--- src/cfd_pkg.sv ---
package cfd_pkg;

  // ----------------------------------------------------------------
  // Clock
  // ----------------------------------------------------------------
  localparam real CLK_PERIOD_NS = 4.0;

  // ----------------------------------------------------------------
  // Delay times, in their own units
  // ----------------------------------------------------------------
  localparam real OLD_BASE_MS = 1.0;
  localparam real OLD_STEP_MS = 2.0;
  localparam real SCC_STEP_US = 61.0;
  localparam real SHORT_CIRCUIT_DISCHARGE_FIRST_STEP_US = 61.0;
  localparam real SHORT_CIRCUIT_DISCHARGE_FIRST_STEP_X2_US = 121.0;
  localparam real SHORT_CIRCUIT_DISCHARGE_SECOND_STEP_US = 30.5;
  localparam real SHORT_CIRCUIT_DISCHARGE_SECOND_STEP_X2_US = 61.0;
  localparam real DETECT_MAX_US = 160.0;

  // ----------------------------------------------------------------
  // Delay times as clock cycles (nominal steps, truncated)
  // ----------------------------------------------------------------
  localparam int OLD_BASE_CYC = $rtoi(OLD_BASE_MS * 1.0e6 / CLK_PERIOD_NS);
  localparam int OLD_STEP_CYC = $rtoi(OLD_STEP_MS * 1.0e6 / CLK_PERIOD_NS);
  localparam int SCC_STEP_CYC = $rtoi(SCC_STEP_US * 1.0e3 / CLK_PERIOD_NS);
  localparam int SHORT_CIRCUIT_DISCHARGE_FIRST_STEP_CYC = $rtoi(SHORT_CIRCUIT_DISCHARGE_FIRST_STEP_US * 1.0e3 / CLK_PERIOD_NS);
  localparam int SHORT_CIRCUIT_DISCHARGE_FIRST_STEP_X2_CYC =
    $rtoi(SHORT_CIRCUIT_DISCHARGE_FIRST_STEP_X2_US * 1.0e3 / CLK_PERIOD_NS);
  localparam int SHORT_CIRCUIT_DISCHARGE_SECOND_STEP_CYC = $rtoi(SHORT_CIRCUIT_DISCHARGE_SECOND_STEP_US * 1.0e3 / CLK_PERIOD_NS);
  localparam int SHORT_CIRCUIT_DISCHARGE_SECOND_STEP_X2_CYC =
    $rtoi(SHORT_CIRCUIT_DISCHARGE_SECOND_STEP_X2_US * 1.0e3 / CLK_PERIOD_NS);
  localparam int DETECT_MAX_CYC =
    $rtoi(DETECT_MAX_US * 1.0e3 / CLK_PERIOD_NS);

  // ----------------------------------------------------------------
  // Widths, channel indices, reset values
  // ----------------------------------------------------------------
  localparam int CODE_W = 4;
  localparam int CNT_W = 24;
  localparam int NUM_CH = 4;
  localparam int CH_OLD = 0;
  localparam int CH_SCC = 1;
  localparam int CH_SHORT_CIRCUIT_DISCHARGE_FIRST = 2;
  localparam int CH_SHORT_CIRCUIT_DISCHARGE_SECOND = 3;
  localparam logic [CNT_W-1:0] CNT_RESET = 24'h000000;
  localparam logic [NUM_CH-1:0] FLAG_RESET = 4'h0;

endpackage
--- src/cfd_fault_delay_timers.sv ---
`timescale 1ns/1ps
module cfd_fault_delay_timers #(
  parameter int CODE_W = cfd_pkg::CODE_W,
  parameter int CNT_W = cfd_pkg::CNT_W,
  parameter int OLD_BASE_CYC = cfd_pkg::OLD_BASE_CYC,
  parameter int OLD_STEP_CYC = cfd_pkg::OLD_STEP_CYC,
  parameter int SCC_STEP_CYC = cfd_pkg::SCC_STEP_CYC,
  parameter int SHORT_CIRCUIT_DISCHARGE_FIRST_STEP_CYC = cfd_pkg::SHORT_CIRCUIT_DISCHARGE_FIRST_STEP_CYC,
  parameter int SHORT_CIRCUIT_DISCHARGE_FIRST_STEP_X2_CYC = cfd_pkg::SHORT_CIRCUIT_DISCHARGE_FIRST_STEP_X2_CYC,
  parameter int SHORT_CIRCUIT_DISCHARGE_SECOND_STEP_CYC = cfd_pkg::SHORT_CIRCUIT_DISCHARGE_SECOND_STEP_CYC,
  parameter int SHORT_CIRCUIT_DISCHARGE_SECOND_STEP_X2_CYC = cfd_pkg::SHORT_CIRCUIT_DISCHARGE_SECOND_STEP_X2_CYC
) (
  // Clock and reset
  input wire logic clk_in,
  input wire logic rst_in,
  // Comparator levels
  input wire logic overload_discharge_cond_in,
  input wire logic short_circuit_charge_cond_in,
  input wire logic short_circuit_discharge_first_cond_in,
  input wire logic short_circuit_discharge_second_cond_in,
  // Delay codes
  input wire logic [CODE_W-1:0] overload_discharge_code_in,
  input wire logic [CODE_W-1:0] short_circuit_charge_code_in,
  input wire logic [CODE_W-1:0] short_circuit_discharge_first_code_in,
  input wire logic [CODE_W-1:0] short_circuit_discharge_second_code_in,
  // Range doubler for both discharge short detectors
  input wire logic discharge_short_delay_doubler_in,
  // Fault levels and first-declaration pulses
  output logic overload_discharge_fault_out,
  output logic short_circuit_charge_fault_out,
  output logic short_circuit_discharge_first_fault_out,
  output logic short_circuit_discharge_second_fault_out,
  output logic [cfd_pkg::NUM_CH-1:0] fault_event_out
);

  // ----------------------------------------------------------------
  // Channel wiring
  // ----------------------------------------------------------------
  logic [cfd_pkg::NUM_CH-1:0] cond;
  logic [cfd_pkg::NUM_CH-1:0][CNT_W-1:0] target;
  logic [cfd_pkg::NUM_CH-1:0] fault;
  logic [cfd_pkg::NUM_CH-1:0] event_pulse;
  logic [CNT_W-1:0] short_circuit_discharge_first_step;
  logic [CNT_W-1:0] short_circuit_discharge_second_step;
  localparam logic [CNT_W-1:0] NO_BASE = '0;

  // ----------------------------------------------------------------
  // Delay targets per channel
  // ----------------------------------------------------------------
  // Comparator levels gathered by channel index
  assign cond[cfd_pkg::CH_OLD] = overload_discharge_cond_in;
  assign cond[cfd_pkg::CH_SCC] = short_circuit_charge_cond_in;
  assign cond[cfd_pkg::CH_SHORT_CIRCUIT_DISCHARGE_FIRST] = short_circuit_discharge_first_cond_in;
  assign cond[cfd_pkg::CH_SHORT_CIRCUIT_DISCHARGE_SECOND] = short_circuit_discharge_second_cond_in;

  // Doubler widens both discharge short-circuit steps
  assign short_circuit_discharge_first_step = discharge_short_delay_doubler_in ?
    CNT_W'(SHORT_CIRCUIT_DISCHARGE_FIRST_STEP_X2_CYC) : CNT_W'(SHORT_CIRCUIT_DISCHARGE_FIRST_STEP_CYC);
  assign short_circuit_discharge_second_step = discharge_short_delay_doubler_in ?
    CNT_W'(SHORT_CIRCUIT_DISCHARGE_SECOND_STEP_X2_CYC) : CNT_W'(SHORT_CIRCUIT_DISCHARGE_SECOND_STEP_CYC);

  // One target per channel: base plus code times step
  cfd_delay_target #(
    .CODE_W(CODE_W),
    .CNT_W(CNT_W)
  ) u_old_target (
    .base_in(CNT_W'(OLD_BASE_CYC)),
    .step_in(CNT_W'(OLD_STEP_CYC)),
    .code_in(overload_discharge_code_in),
    .target_out(target[cfd_pkg::CH_OLD])
  );

  cfd_delay_target #(
    .CODE_W(CODE_W),
    .CNT_W(CNT_W)
  ) u_scc_target (
    .base_in(NO_BASE),
    .step_in(CNT_W'(SCC_STEP_CYC)),
    .code_in(short_circuit_charge_code_in),
    .target_out(target[cfd_pkg::CH_SCC])
  );

  cfd_delay_target #(
    .CODE_W(CODE_W),
    .CNT_W(CNT_W)
  ) u_short_circuit_discharge_first_target (
    .base_in(NO_BASE),
    .step_in(short_circuit_discharge_first_step),
    .code_in(short_circuit_discharge_first_code_in),
    .target_out(target[cfd_pkg::CH_SHORT_CIRCUIT_DISCHARGE_FIRST])
  );

  cfd_delay_target #(
    .CODE_W(CODE_W),
    .CNT_W(CNT_W)
  ) u_short_circuit_discharge_second_target (
    .base_in(NO_BASE),
    .step_in(short_circuit_discharge_second_step),
    .code_in(short_circuit_discharge_second_code_in),
    .target_out(target[cfd_pkg::CH_SHORT_CIRCUIT_DISCHARGE_SECOND])
  );

  // ----------------------------------------------------------------
  // Persistence counters
  // ----------------------------------------------------------------
  // One persistence timer per channel, all alike
  for (genvar i = 0; i < cfd_pkg::NUM_CH; i++) begin : g_chan
    cfd_persist_channel #(
      .CNT_W(CNT_W)
    ) u_chan (
      .clk_in(clk_in),
      .rst_in(rst_in),
      .cond_in(cond[i]),
      .target_in(target[i]),
      .fault_out(fault[i]),
      .event_out(event_pulse[i])
    );
  end

  // ----------------------------------------------------------------
  // Outputs
  // ----------------------------------------------------------------
  // Fault levels and first-declaration pulses straight from flops
  assign overload_discharge_fault_out = fault[cfd_pkg::CH_OLD];
  assign short_circuit_charge_fault_out = fault[cfd_pkg::CH_SCC];
  assign short_circuit_discharge_first_fault_out =
    fault[cfd_pkg::CH_SHORT_CIRCUIT_DISCHARGE_FIRST];
  assign short_circuit_discharge_second_fault_out =
    fault[cfd_pkg::CH_SHORT_CIRCUIT_DISCHARGE_SECOND];
  assign fault_event_out = event_pulse;

endmodule // cfd_fault_delay_timers

// ----------------------------------------------------------------
// Persistence timer for one channel
// ----------------------------------------------------------------
module cfd_persist_channel #(
  parameter int CNT_W = cfd_pkg::CNT_W
) (
  input wire logic clk_in,
  input wire logic rst_in,
  input wire logic cond_in,
  input wire logic [CNT_W-1:0] target_in,
  output logic fault_out,
  output logic event_out
);

  // ----------------------------------------------------------------
  // State
  // ----------------------------------------------------------------
  typedef struct packed {
    logic [CNT_W-1:0] cnt;
    logic fault;
    logic event_pulse;
  } cfd_chan_state_t;

  cfd_chan_state_t state;
  cfd_chan_state_t next_state;

  // ----------------------------------------------------------------
  // Next state
  // ----------------------------------------------------------------
  // Count while tripped, declare at target, restart when clear
  always_comb begin
    next_state = state;
    next_state.event_pulse = 1'b0;
    if (!cond_in) begin
      next_state.cnt = CNT_W'(cfd_pkg::CNT_RESET);
      next_state.fault = 1'b0;
    end else if (state.cnt >= target_in) begin
      next_state.fault = 1'b1;
      next_state.event_pulse = !state.fault;
    end else begin
      next_state.cnt = state.cnt + 1'b1;
    end
  end

  // State register, counter held at target once declared
  always_ff @(posedge clk_in or posedge rst_in) begin
    if (rst_in) begin
      state.cnt <= CNT_W'(cfd_pkg::CNT_RESET);
      state.fault <= 1'b0;
      state.event_pulse <= 1'b0;
    end else begin
      state <= next_state;
    end
  end

  // ----------------------------------------------------------------
  // Outputs
  // ----------------------------------------------------------------
  // Level and pulse straight from flops
  assign fault_out = state.fault;
  assign event_out = state.event_pulse;

endmodule // cfd_persist_channel

// ----------------------------------------------------------------
// Delay target for one channel
// ----------------------------------------------------------------
module cfd_delay_target #(
  parameter int CODE_W = cfd_pkg::CODE_W,
  parameter int CNT_W = cfd_pkg::CNT_W
) (
  input wire logic [CNT_W-1:0] base_in,
  input wire logic [CNT_W-1:0] step_in,
  input wire logic [CODE_W-1:0] code_in,
  output logic [CNT_W-1:0] target_out
);

  // Base plus code times step, cut to counter width
  assign target_out =
    CNT_W'(int'(base_in) + int'(code_in) * int'(step_in));

endmodule // cfd_delay_target

--- config.mk ---
export PLATFORM = sky130hd
export DESIGN_NAME = cfd_fault_delay_timers
export DESIGN_NICKNAME = d
export VERILOG_FILES = /design/src/cfd_pkg.sv /design/src/cfd_fault_delay_timers.sv
export SDC_FILE = /design/constraint.sdc
export NUM_CORES = 1
export LEC_CHECK = 0
export BUFFER_PORTS_ARGS = -buffer_cell sky130_fd_sc_hd__buf_2
export CORE_ASPECT_RATIO = 0.9
export CORE_MARGIN = 2
export CORE_UTILIZATION = 55
export CTS_CLUSTER_DIAMETER = 60
export DETAILED_ROUTE_END_ITERATION = 16
export PLACE_DENSITY = 0.76
export SYNTH_ARGS = -nofsm -noshare
export SYNTH_HDL_FRONTEND = slang
export SYNTH_SLANG_ARGS = --single-unit
--- constraint.sdc ---
create_clock -name clk_in -period 4.2 [get_ports clk_in]
set_clock_uncertainty 0.15 [all_clocks]
set_input_delay 0.42 -clock clk_in [delete_from_list [all_inputs] [get_ports clk_in]]
set_output_delay 0.42 -clock clk_in [all_outputs]
set_load 0.02 [all_outputs]
==> results of run 1 <==
-- critical path, cell delays in order --
cell      delay, ns
buf_16         0.11
buf_6          0.11
nand2b_4       0.13
fa_1           0.49
fa_1           0.56
inv_1          0.07
ha_4           0.29
nand3_1        0.10
o21ai_2        0.22
o21a_1         0.15
nor2_1         0.06
xnor2_1        0.13
ha_1           0.32
and4_1         0.20
a221o_1        0.38
o211ai_1       0.31
nand3_4        0.16
buf_12         0.19
buf_12         0.14
nor4b_4        0.24
xnor2_1        0.16
nor2_1         0.05
-- stage by stage --
| stage | cell area [um2] | power (uW) | setup WS [ns] | hold slack [ns] | util, % |
|---|---|---|---|---|---|
| finish | 14200 | 3980 | -0.743 | 0.168 | 77.1 |
| floorplan | 10900 | 2170 | -0.748 | 0.300 | - |
| global route | 14200 | 4230 | -0.942 | 0.240 | 77.1 |
| CTS | 13600 | 3800 | -0.653 | 0.207 | 73.9 |
| global placement | 12600 | 2730 | -1.02 | 0.297 | 68.5 |
| detailed placement | 12600 | 2810 | -1.17 | 0.303 | 68.5 |
-- cells in the final DEF (no fill, tap or decap), drive strengths merged, types with 9 or more instances in the layout --
master  instances
nand3          38
nor3           16
inv           118
nand4          24
xor2           44
or4            16
o21ai          47
buf           265
fa             34
a21oi          67
nor4           13
and3           30
xnor2          55
a21o           24
nor2           90
o21a           11
nand2          60
ha            160
nand2b         26
and2           31
o31ai          13
dfrtp         104
clkbuf         10
conb            9
or3            19
-- how the worst max path moves through the flow --
stage	start	to
floorplan	short_circuit_discharge_first_code_in[3]	g_chan[2].u_chan.state[20]
global placement	discharge_short_delay_doubler_in	g_chan[2].u_chan.state[14]
detailed placement	discharge_short_delay_doubler_in	g_chan[2].u_chan.state[14]
CTS	discharge_short_delay_doubler_in	g_chan[2].u_chan.state[14]
global route	short_circuit_discharge_first_code_in[1]	g_chan[2].u_chan.state[14]
finish	discharge_short_delay_doubler_in	g_chan[3].u_chan.state[10]
-- flip-flops by register name (all words and copies together), names as in the netlist --
register,count
g_chan.u_chan.state,96
g_chan.u_chan.event_out,4
g_chan.u_chan.fault_out,4
-- cells in the mapped netlist, types with 3 or more instances --
cell and number:
nand4_1 23, and3_1 30, nand2b_1 26, xor2_1 44, o211ai_1 7, or4_1 15, dfrtp_1 104, buf_4 4
nor3_1 16, o31ai_1 13, ha_1 160, o21bai_1 5, nor4_1 12, clkbuf_1 20, nor2_1 90, o2111ai_1 6
o21a_1 11, nor2b_1 8, nand2_1 59, xnor2_1 55, and2_1 29, nor3b_1 3, a21oi_1 66, fa_1 34
or2_2 4, nand3_1 38, mux2i_1 7, or3_1 19, a31oi_1 5, inv_1 115, and4_1 4, o21ai_0 40
a21o_1 22, o21ai_1 6
-- metal layers --
metal	track usage, %	share of wire [%]
met1	34.7	42
met4	6.67	2.4
met5	0	0
met3	3.80	4.2
met2	47.2	51
-- power by group --
group          switching [uW]  internal (uW)  total, uW  leakage, uW
logic                    1060           1070       2120      0.00538
clock network             406            428        834     0.000141
registers                15.2           1010       1020      0.00144
total                    1480           2500       3980      0.00696
-- final cells by class --
cell class / instances / area (um2)
Clock inverter: 6 / 50.0
Clock buffer: 10 / 239
Sequential cell: 104 / 2600
Fill cell: 1128 / 4200
Inverter: 115 / 437
Tap cell: 245 / 307
Timing Repair Buffer: 265 / 2190
Multi-Input combinational cell: 906 / 8330
-- kinds of logic after synthesis --
| group | count (synthesis) |
|---|---|
| and+or+nand+nor | 391 |
| AOI/OAI and AO/OA | 205 |
| adders and majority gates | 194 |
| buffers and inverters | 145 |
| DFF | 104 |
| xor gates and xnor gates | 99 |
| muxes | 8 |
| other | 2 |
-- timing repair --
item / CTS / global route
pin swaps: 68 / 53
endpoints found under the setup margin: 88 / 87
setup buffers: 23 / 14
cloned: 2 / 0
gates resized for setup: 106 / 115
==> qor.csv, run 1 <==
stage,metric,value,unit
yosys,synthSimpleGateAreaFrac,20.5,%
setup_path,arrival,5.01,ns
run,max_cap_viol_count,0,
routing,drc,0,
setup_path,critical_path_required,4.27,ns
setup_path,worstSetupPathType,in -> reg,
yosys,async_flop_share,100,%
setup_path,timing.rr.end,g_chan[3].u_chan.state[10],
routing,drt_pre_antenna_iters,5,
yosys,synth_cell_types,71,
timing,fin_crit,4.94,ns
cells_and_area,n_antenna_cell,0,
outcome,status,"complete, but fails checks",
setup_path,reg2regPathDepth,11,
timing,timing.fmax,0.202,GHz
die,pin_count,31,
placed_design,io_buffer_count,30,
clock_network,clkSinkCount,104,
timing,finalWorstSetupSlack,-0.743,ns
yosys,synth_xor_area_share,8.46,%
routing,vias,9608,
timing,fin_crit_sh,118,%
timing,final_max_slew_viol_count,0,
routing,drt-total-wl,28000,um
power_and_ir_drop,p_per_area,281,nW/um2
clock_network,cts_buffers,9,
die,core_region_area,18300,um2
clock_network,insertion_delay,0.35,ns
timing,tightest_slew,1.09,ns
yosys,synth_edf_count,0,
placed_design,gp_congestion,0.831,
power_and_ir_drop,p_leak,0.00696,uW
cells_and_area,nets,1618,
yosys,synth_top_flop_cell,dfrtp_1,
cells_and_area,drive_above_1_share,34.9,%
yosys,synth_top_family_by_area,adder cells,
placed_design,place_inst,1600,
yosys,yosys_warnings,0,
clock_network,clk_pin_slew_worst_paths,0.08,ns
setup_path,reg2reg_slack,1.21,ns
clock_network,htree_levels,3,
min_path,hold_path.class,in -> async,
die,die_w,148,um
global_route,grt_max_degree,81,
routing,initialDrtViolationCount,620,
die,dieArea,19700,um2
yosys,yosysSeqAreaShare,25.4,%
outcome,violations,setup timing,
yosys,muxShareOfSynthArea,0.794,%
timing,timing.slew.headroom,27.1,%
setup_path,r2r-start,g_chan[3].u_chan.state[11],
placed_design,hpwl,18900,um
timing,hold_violations,0,
yosys,ys_seq_elements,104,
yosys,synth_area,10200,um2
power_and_ir_drop,peakVddDrop,0.000196,V
global_route,grt_pass1_vias,9623,
timing,rsz0062_at_grt,true,
die,initial_core_util,55.8,%
cells_and_area,syn2layout_area_growth,38.1,%
routing,wire_per_inst,17.0,um
die,die_h,133,um
global_route,grt_pass1_wl,44100,um
clock_network,cts_tree,built,
global_route,antenna_found_initial,0,
routing,ant_nets,0,
die,fp-row-count,47,
yosys,synth_fa_ha_area_share,26.2,%
timing,tns,-38.42,ns
cells_and_area,fin_cells,1651,
setup_path,cp-end-kind,flip-flop,
global_route,grt_util_all_layers,26.7,%
global_route,grt_overflow_total,0,
clock_network,cts_hold_buffers,0,
yosys,synthCells,1148,
yosys,synth.avg_cell_area,8.92,um2
timing,setup_viol,83,
yosys,synth_area_leader_cell,dfrtp_1,
yosys,synth.area.top_cells,"dfrtp_1 25%, ha_1 20%, fa_1 6.6%, xnor2_1 4.7%, inv_1 4.2%",
clock_network,cts.path.max_buffers,2,
yosys,synth_compound_area_share,13.0,%
clock_network,root_buffer,clkbuf_16,
setup_path,worstSetupStartpointType,input port,
routing,via_per_inst,5.82,
yosys,synth_top_area_share,25.4,%
setup_path,crit_fanout,6,
(Power assumes the default switching activity.)
==> run 2, diff against run 1 <==
Settings changed: CORE_MARGIN 2 to default, SETUP_SLACK_MARGIN from default to 0.5, TNS_END_PERCENT from default to 100.
==> qor.csv, run 2 (synthesized netlist as in run 1, its figures left out) <==
stage,metric,value,unit
setup_path,worst_path_max_delay_cell,fa_1,
routing,via_per_inst,6.00,
global_route,grt_max_degree,85,
setup_path,worstSetupPathType,in -> reg,
clock_network,clkSinkCount,104,
power_and_ir_drop,sw_frac_of_total,37.7,%
cells_and_area,final_area,14400,um2
timing,fin_crit_sh,123,%
cells_and_area,drive_above_1_share,35.7,%
timing,rsz0062_at_grt,true,
timing,setup_viol,90,
routing,drt-total-wl,31600,um
clock_network,clk_pin_slew_worst_paths,0.07,ns
cells_and_area,final_common_cell,buf_4,
placed_design,io_buffer_count,30,
power_and_ir_drop,pwr-share-comb,54.0,%
min_path,hold_path.class,in -> async,
timing,fin_crit,5.17,ns
routing,drt_pre_antenna_iters,5,
global_route,antenna_found_initial,0,
routing,wire_per_inst,19.0,um
die,die_w,146,um
setup_path,critical_path_buf_inv_count,11,
clock_network,cts_hold_buffers,0,
timing,timing.fmax,0.193,GHz
routing,vias,9965,
cells_and_area,nets,1634,
cells_and_area,most-common-layout-cells,"199 x buf_4, 138 x ha_1, 104 x dfrtp_1, 101 x inv_1, 72 x nor2_1",
routing,initialDrtViolationCount,718,
die,pin_count,31,
cells_and_area,n_antenna_cell,0,
clock_network,cts.path.max_buffers,2,
timing,tns,-47.67,ns
global_route,grt_pass1_wl,46600,um
timing,hold_violations,0,
clock_network,cts_buffers,9,
setup_path,crit_fanout,7,
setup_path,critPathMaxStageDelay,0.55,ns
run,max_cap_viol_count,0,
setup_path,critical_path_required,4.27,ns
timing,timing.slew.headroom,27.6,%
die,initial_core_util,57.2,%
placed_design,hpwl,18400,um
power_and_ir_drop,peakVddDrop,0.000230,V
global_route,grt_pass1_vias,9937,
setup_path,reg2regPathDepth,9,
timing,final_max_slew_viol_count,0,
power_and_ir_drop,internal_power,2480,uW
cells_and_area,syn2layout_area_growth,40.8,%
placed_design,place_area,12600,um2
power_and_ir_drop,p_sw,1500,uW
routing,ant_nets,0,
cells_and_area,top_register,g_chan.u_chan.state,
timing,hold_ws,0.184,ns
clock_network,cts_tree,built,
setup_path,arrival,5.24,ns
die,die_h,131,um
power_and_ir_drop,p_leak,0.00705,uW
routing,drc,0,
die,fp-row-count,46,
placed_design,gp_congestion,0.949,
clock_network,htree_levels,3,
setup_path,cp-end-kind,flip-flop,
die,core_region_area,17900,um2
setup_path,timing.rr.end,g_chan[1].u_chan.state[13],
setup_path,r2r-start,g_chan[1].u_chan.state[8],
clock_network,root_buffer,clkbuf_16,
power_and_ir_drop,p_clk_share,20.3,%
die,dieArea,19200,um2
global_route,grt_overflow_total,0,
clock_network,insertion_delay,0.35,ns
setup_path,worstSetupStartpointType,input port,
outcome,violations,setup timing,
outcome,status,"complete, but fails checks",
power_and_ir_drop,p_per_area,277,nW/um2
global_route,grt_util_all_layers,29.5,%
timing,finalWorstSetupSlack,-0.972,ns
timing,tightest_slew,1.08,ns
power_and_ir_drop,pwr-share-seq,25.7,%
cells_and_area,largest_reg_flops,96,
setup_path,cpLargestDelayFamily,adder cells,
setup_path,reg2reg_slack,1.20,ns
==> run 2: cell types whose count changed in the layout (fill, tap and decap cells not counted), sizes merged <==
cell | before | now
clkinv | 2 | 3
nand2 | 60 | 61
bufbuf | 0 | 1
buf | 265 | 279
inv | 118 | 116
clkinvlp | 1 | 2
==> run 2: power by group through the flow <==
stage / Combinational (uW) / Clock [uW] / Sequential [uW]
2_1_floorplan: 1140 / 0 / 1040
3_3_place_gp: 1720 / 0 / 1040
3_5_place_dp: 1780 / 0 / 1040
4_1_cts: 1910 / 791 / 1020
5_1_grt: 2340 / 842 / 1030
6_report: 2150 / 808 / 1030
==> run 2: worst max path at each step <==
stage / startpoint / end / slack, ns / depth (start not counted)
global route: discharge_short_delay_doubler_in / g_chan[3].u_chan.state[14] / -1.09 / 28
floorplan: short_circuit_discharge_first_code_in[3] / g_chan[2].u_chan.state[20] / -0.75 / 22
global placement: discharge_short_delay_doubler_in / g_chan[2].u_chan.state[14] / -1.04 / 23
CTS: discharge_short_delay_doubler_in / g_chan[2].u_chan.state[14] / -0.68 / 24
finish: discharge_short_delay_doubler_in / g_chan[3].u_chan.state[14] / -0.97 / 28
detailed placement: discharge_short_delay_doubler_in / g_chan[3].u_chan.state[17] / -1.11 / 23
==> run 2: final cells by class <==
cell class                      count  area [um2]
Multi-Input combinational cell    907        8400
Fill cell                        1019        3480
Sequential cell                   104        2600
Timing Repair Buffer              280        2400
Inverter                          115         437
Tap cell                          240         300
Clock buffer                       10         229
Clock inverter                      6        45.0
==> run 2: what timing repair did <==
action / 4_1_cts / 5_1_grt
gates cloned: 6 / 0
buffers inserted: 34 / 15
setup endpoints to repair: 90 / 90
pin swaps: 72 / 66
resized for setup: 145 / 92
==> run 2: layer usage <==
metal,vias to the layer above,global-route usage [%],wire [um]
li1,4553,-,-
met1,4875,37.1,12900
met2,409,52.8,15800
met3,128,4.34,1690
met4,0,7.43,1150
met5,-,0,0
==> run 2: stage by stage <==
step / setup WS, ns / utilization [%] / power (uW) / instances
global route: -1.09 / 80.6 / 4210 / 1662
detailed placement: -1.11 / 70.3 / 2820 / 1591
finish: -0.972 / 80.6 / 3990 / 1662
floorplan: -0.748 / - / 2180 / 1155
global placement: -1.04 / 70.3 / 2760 / 1591
CTS: -0.679 / 77.6 / 3730 / 1647
==> run 2: worst register-to-register path: cells and delay by family (launching register included) <==
| kind | cells | cell delay (ns) |
|---|---|---|
| adders and majority gates | 1 | 0.33 |
| DFF | 1 | 0.42 |
| and+or+nand+nor | 1 | 0.39 |
| AOI/OAI and AO/OA | 6 | 1.40 |
| buffers and inverters | 1 | 0.21 |
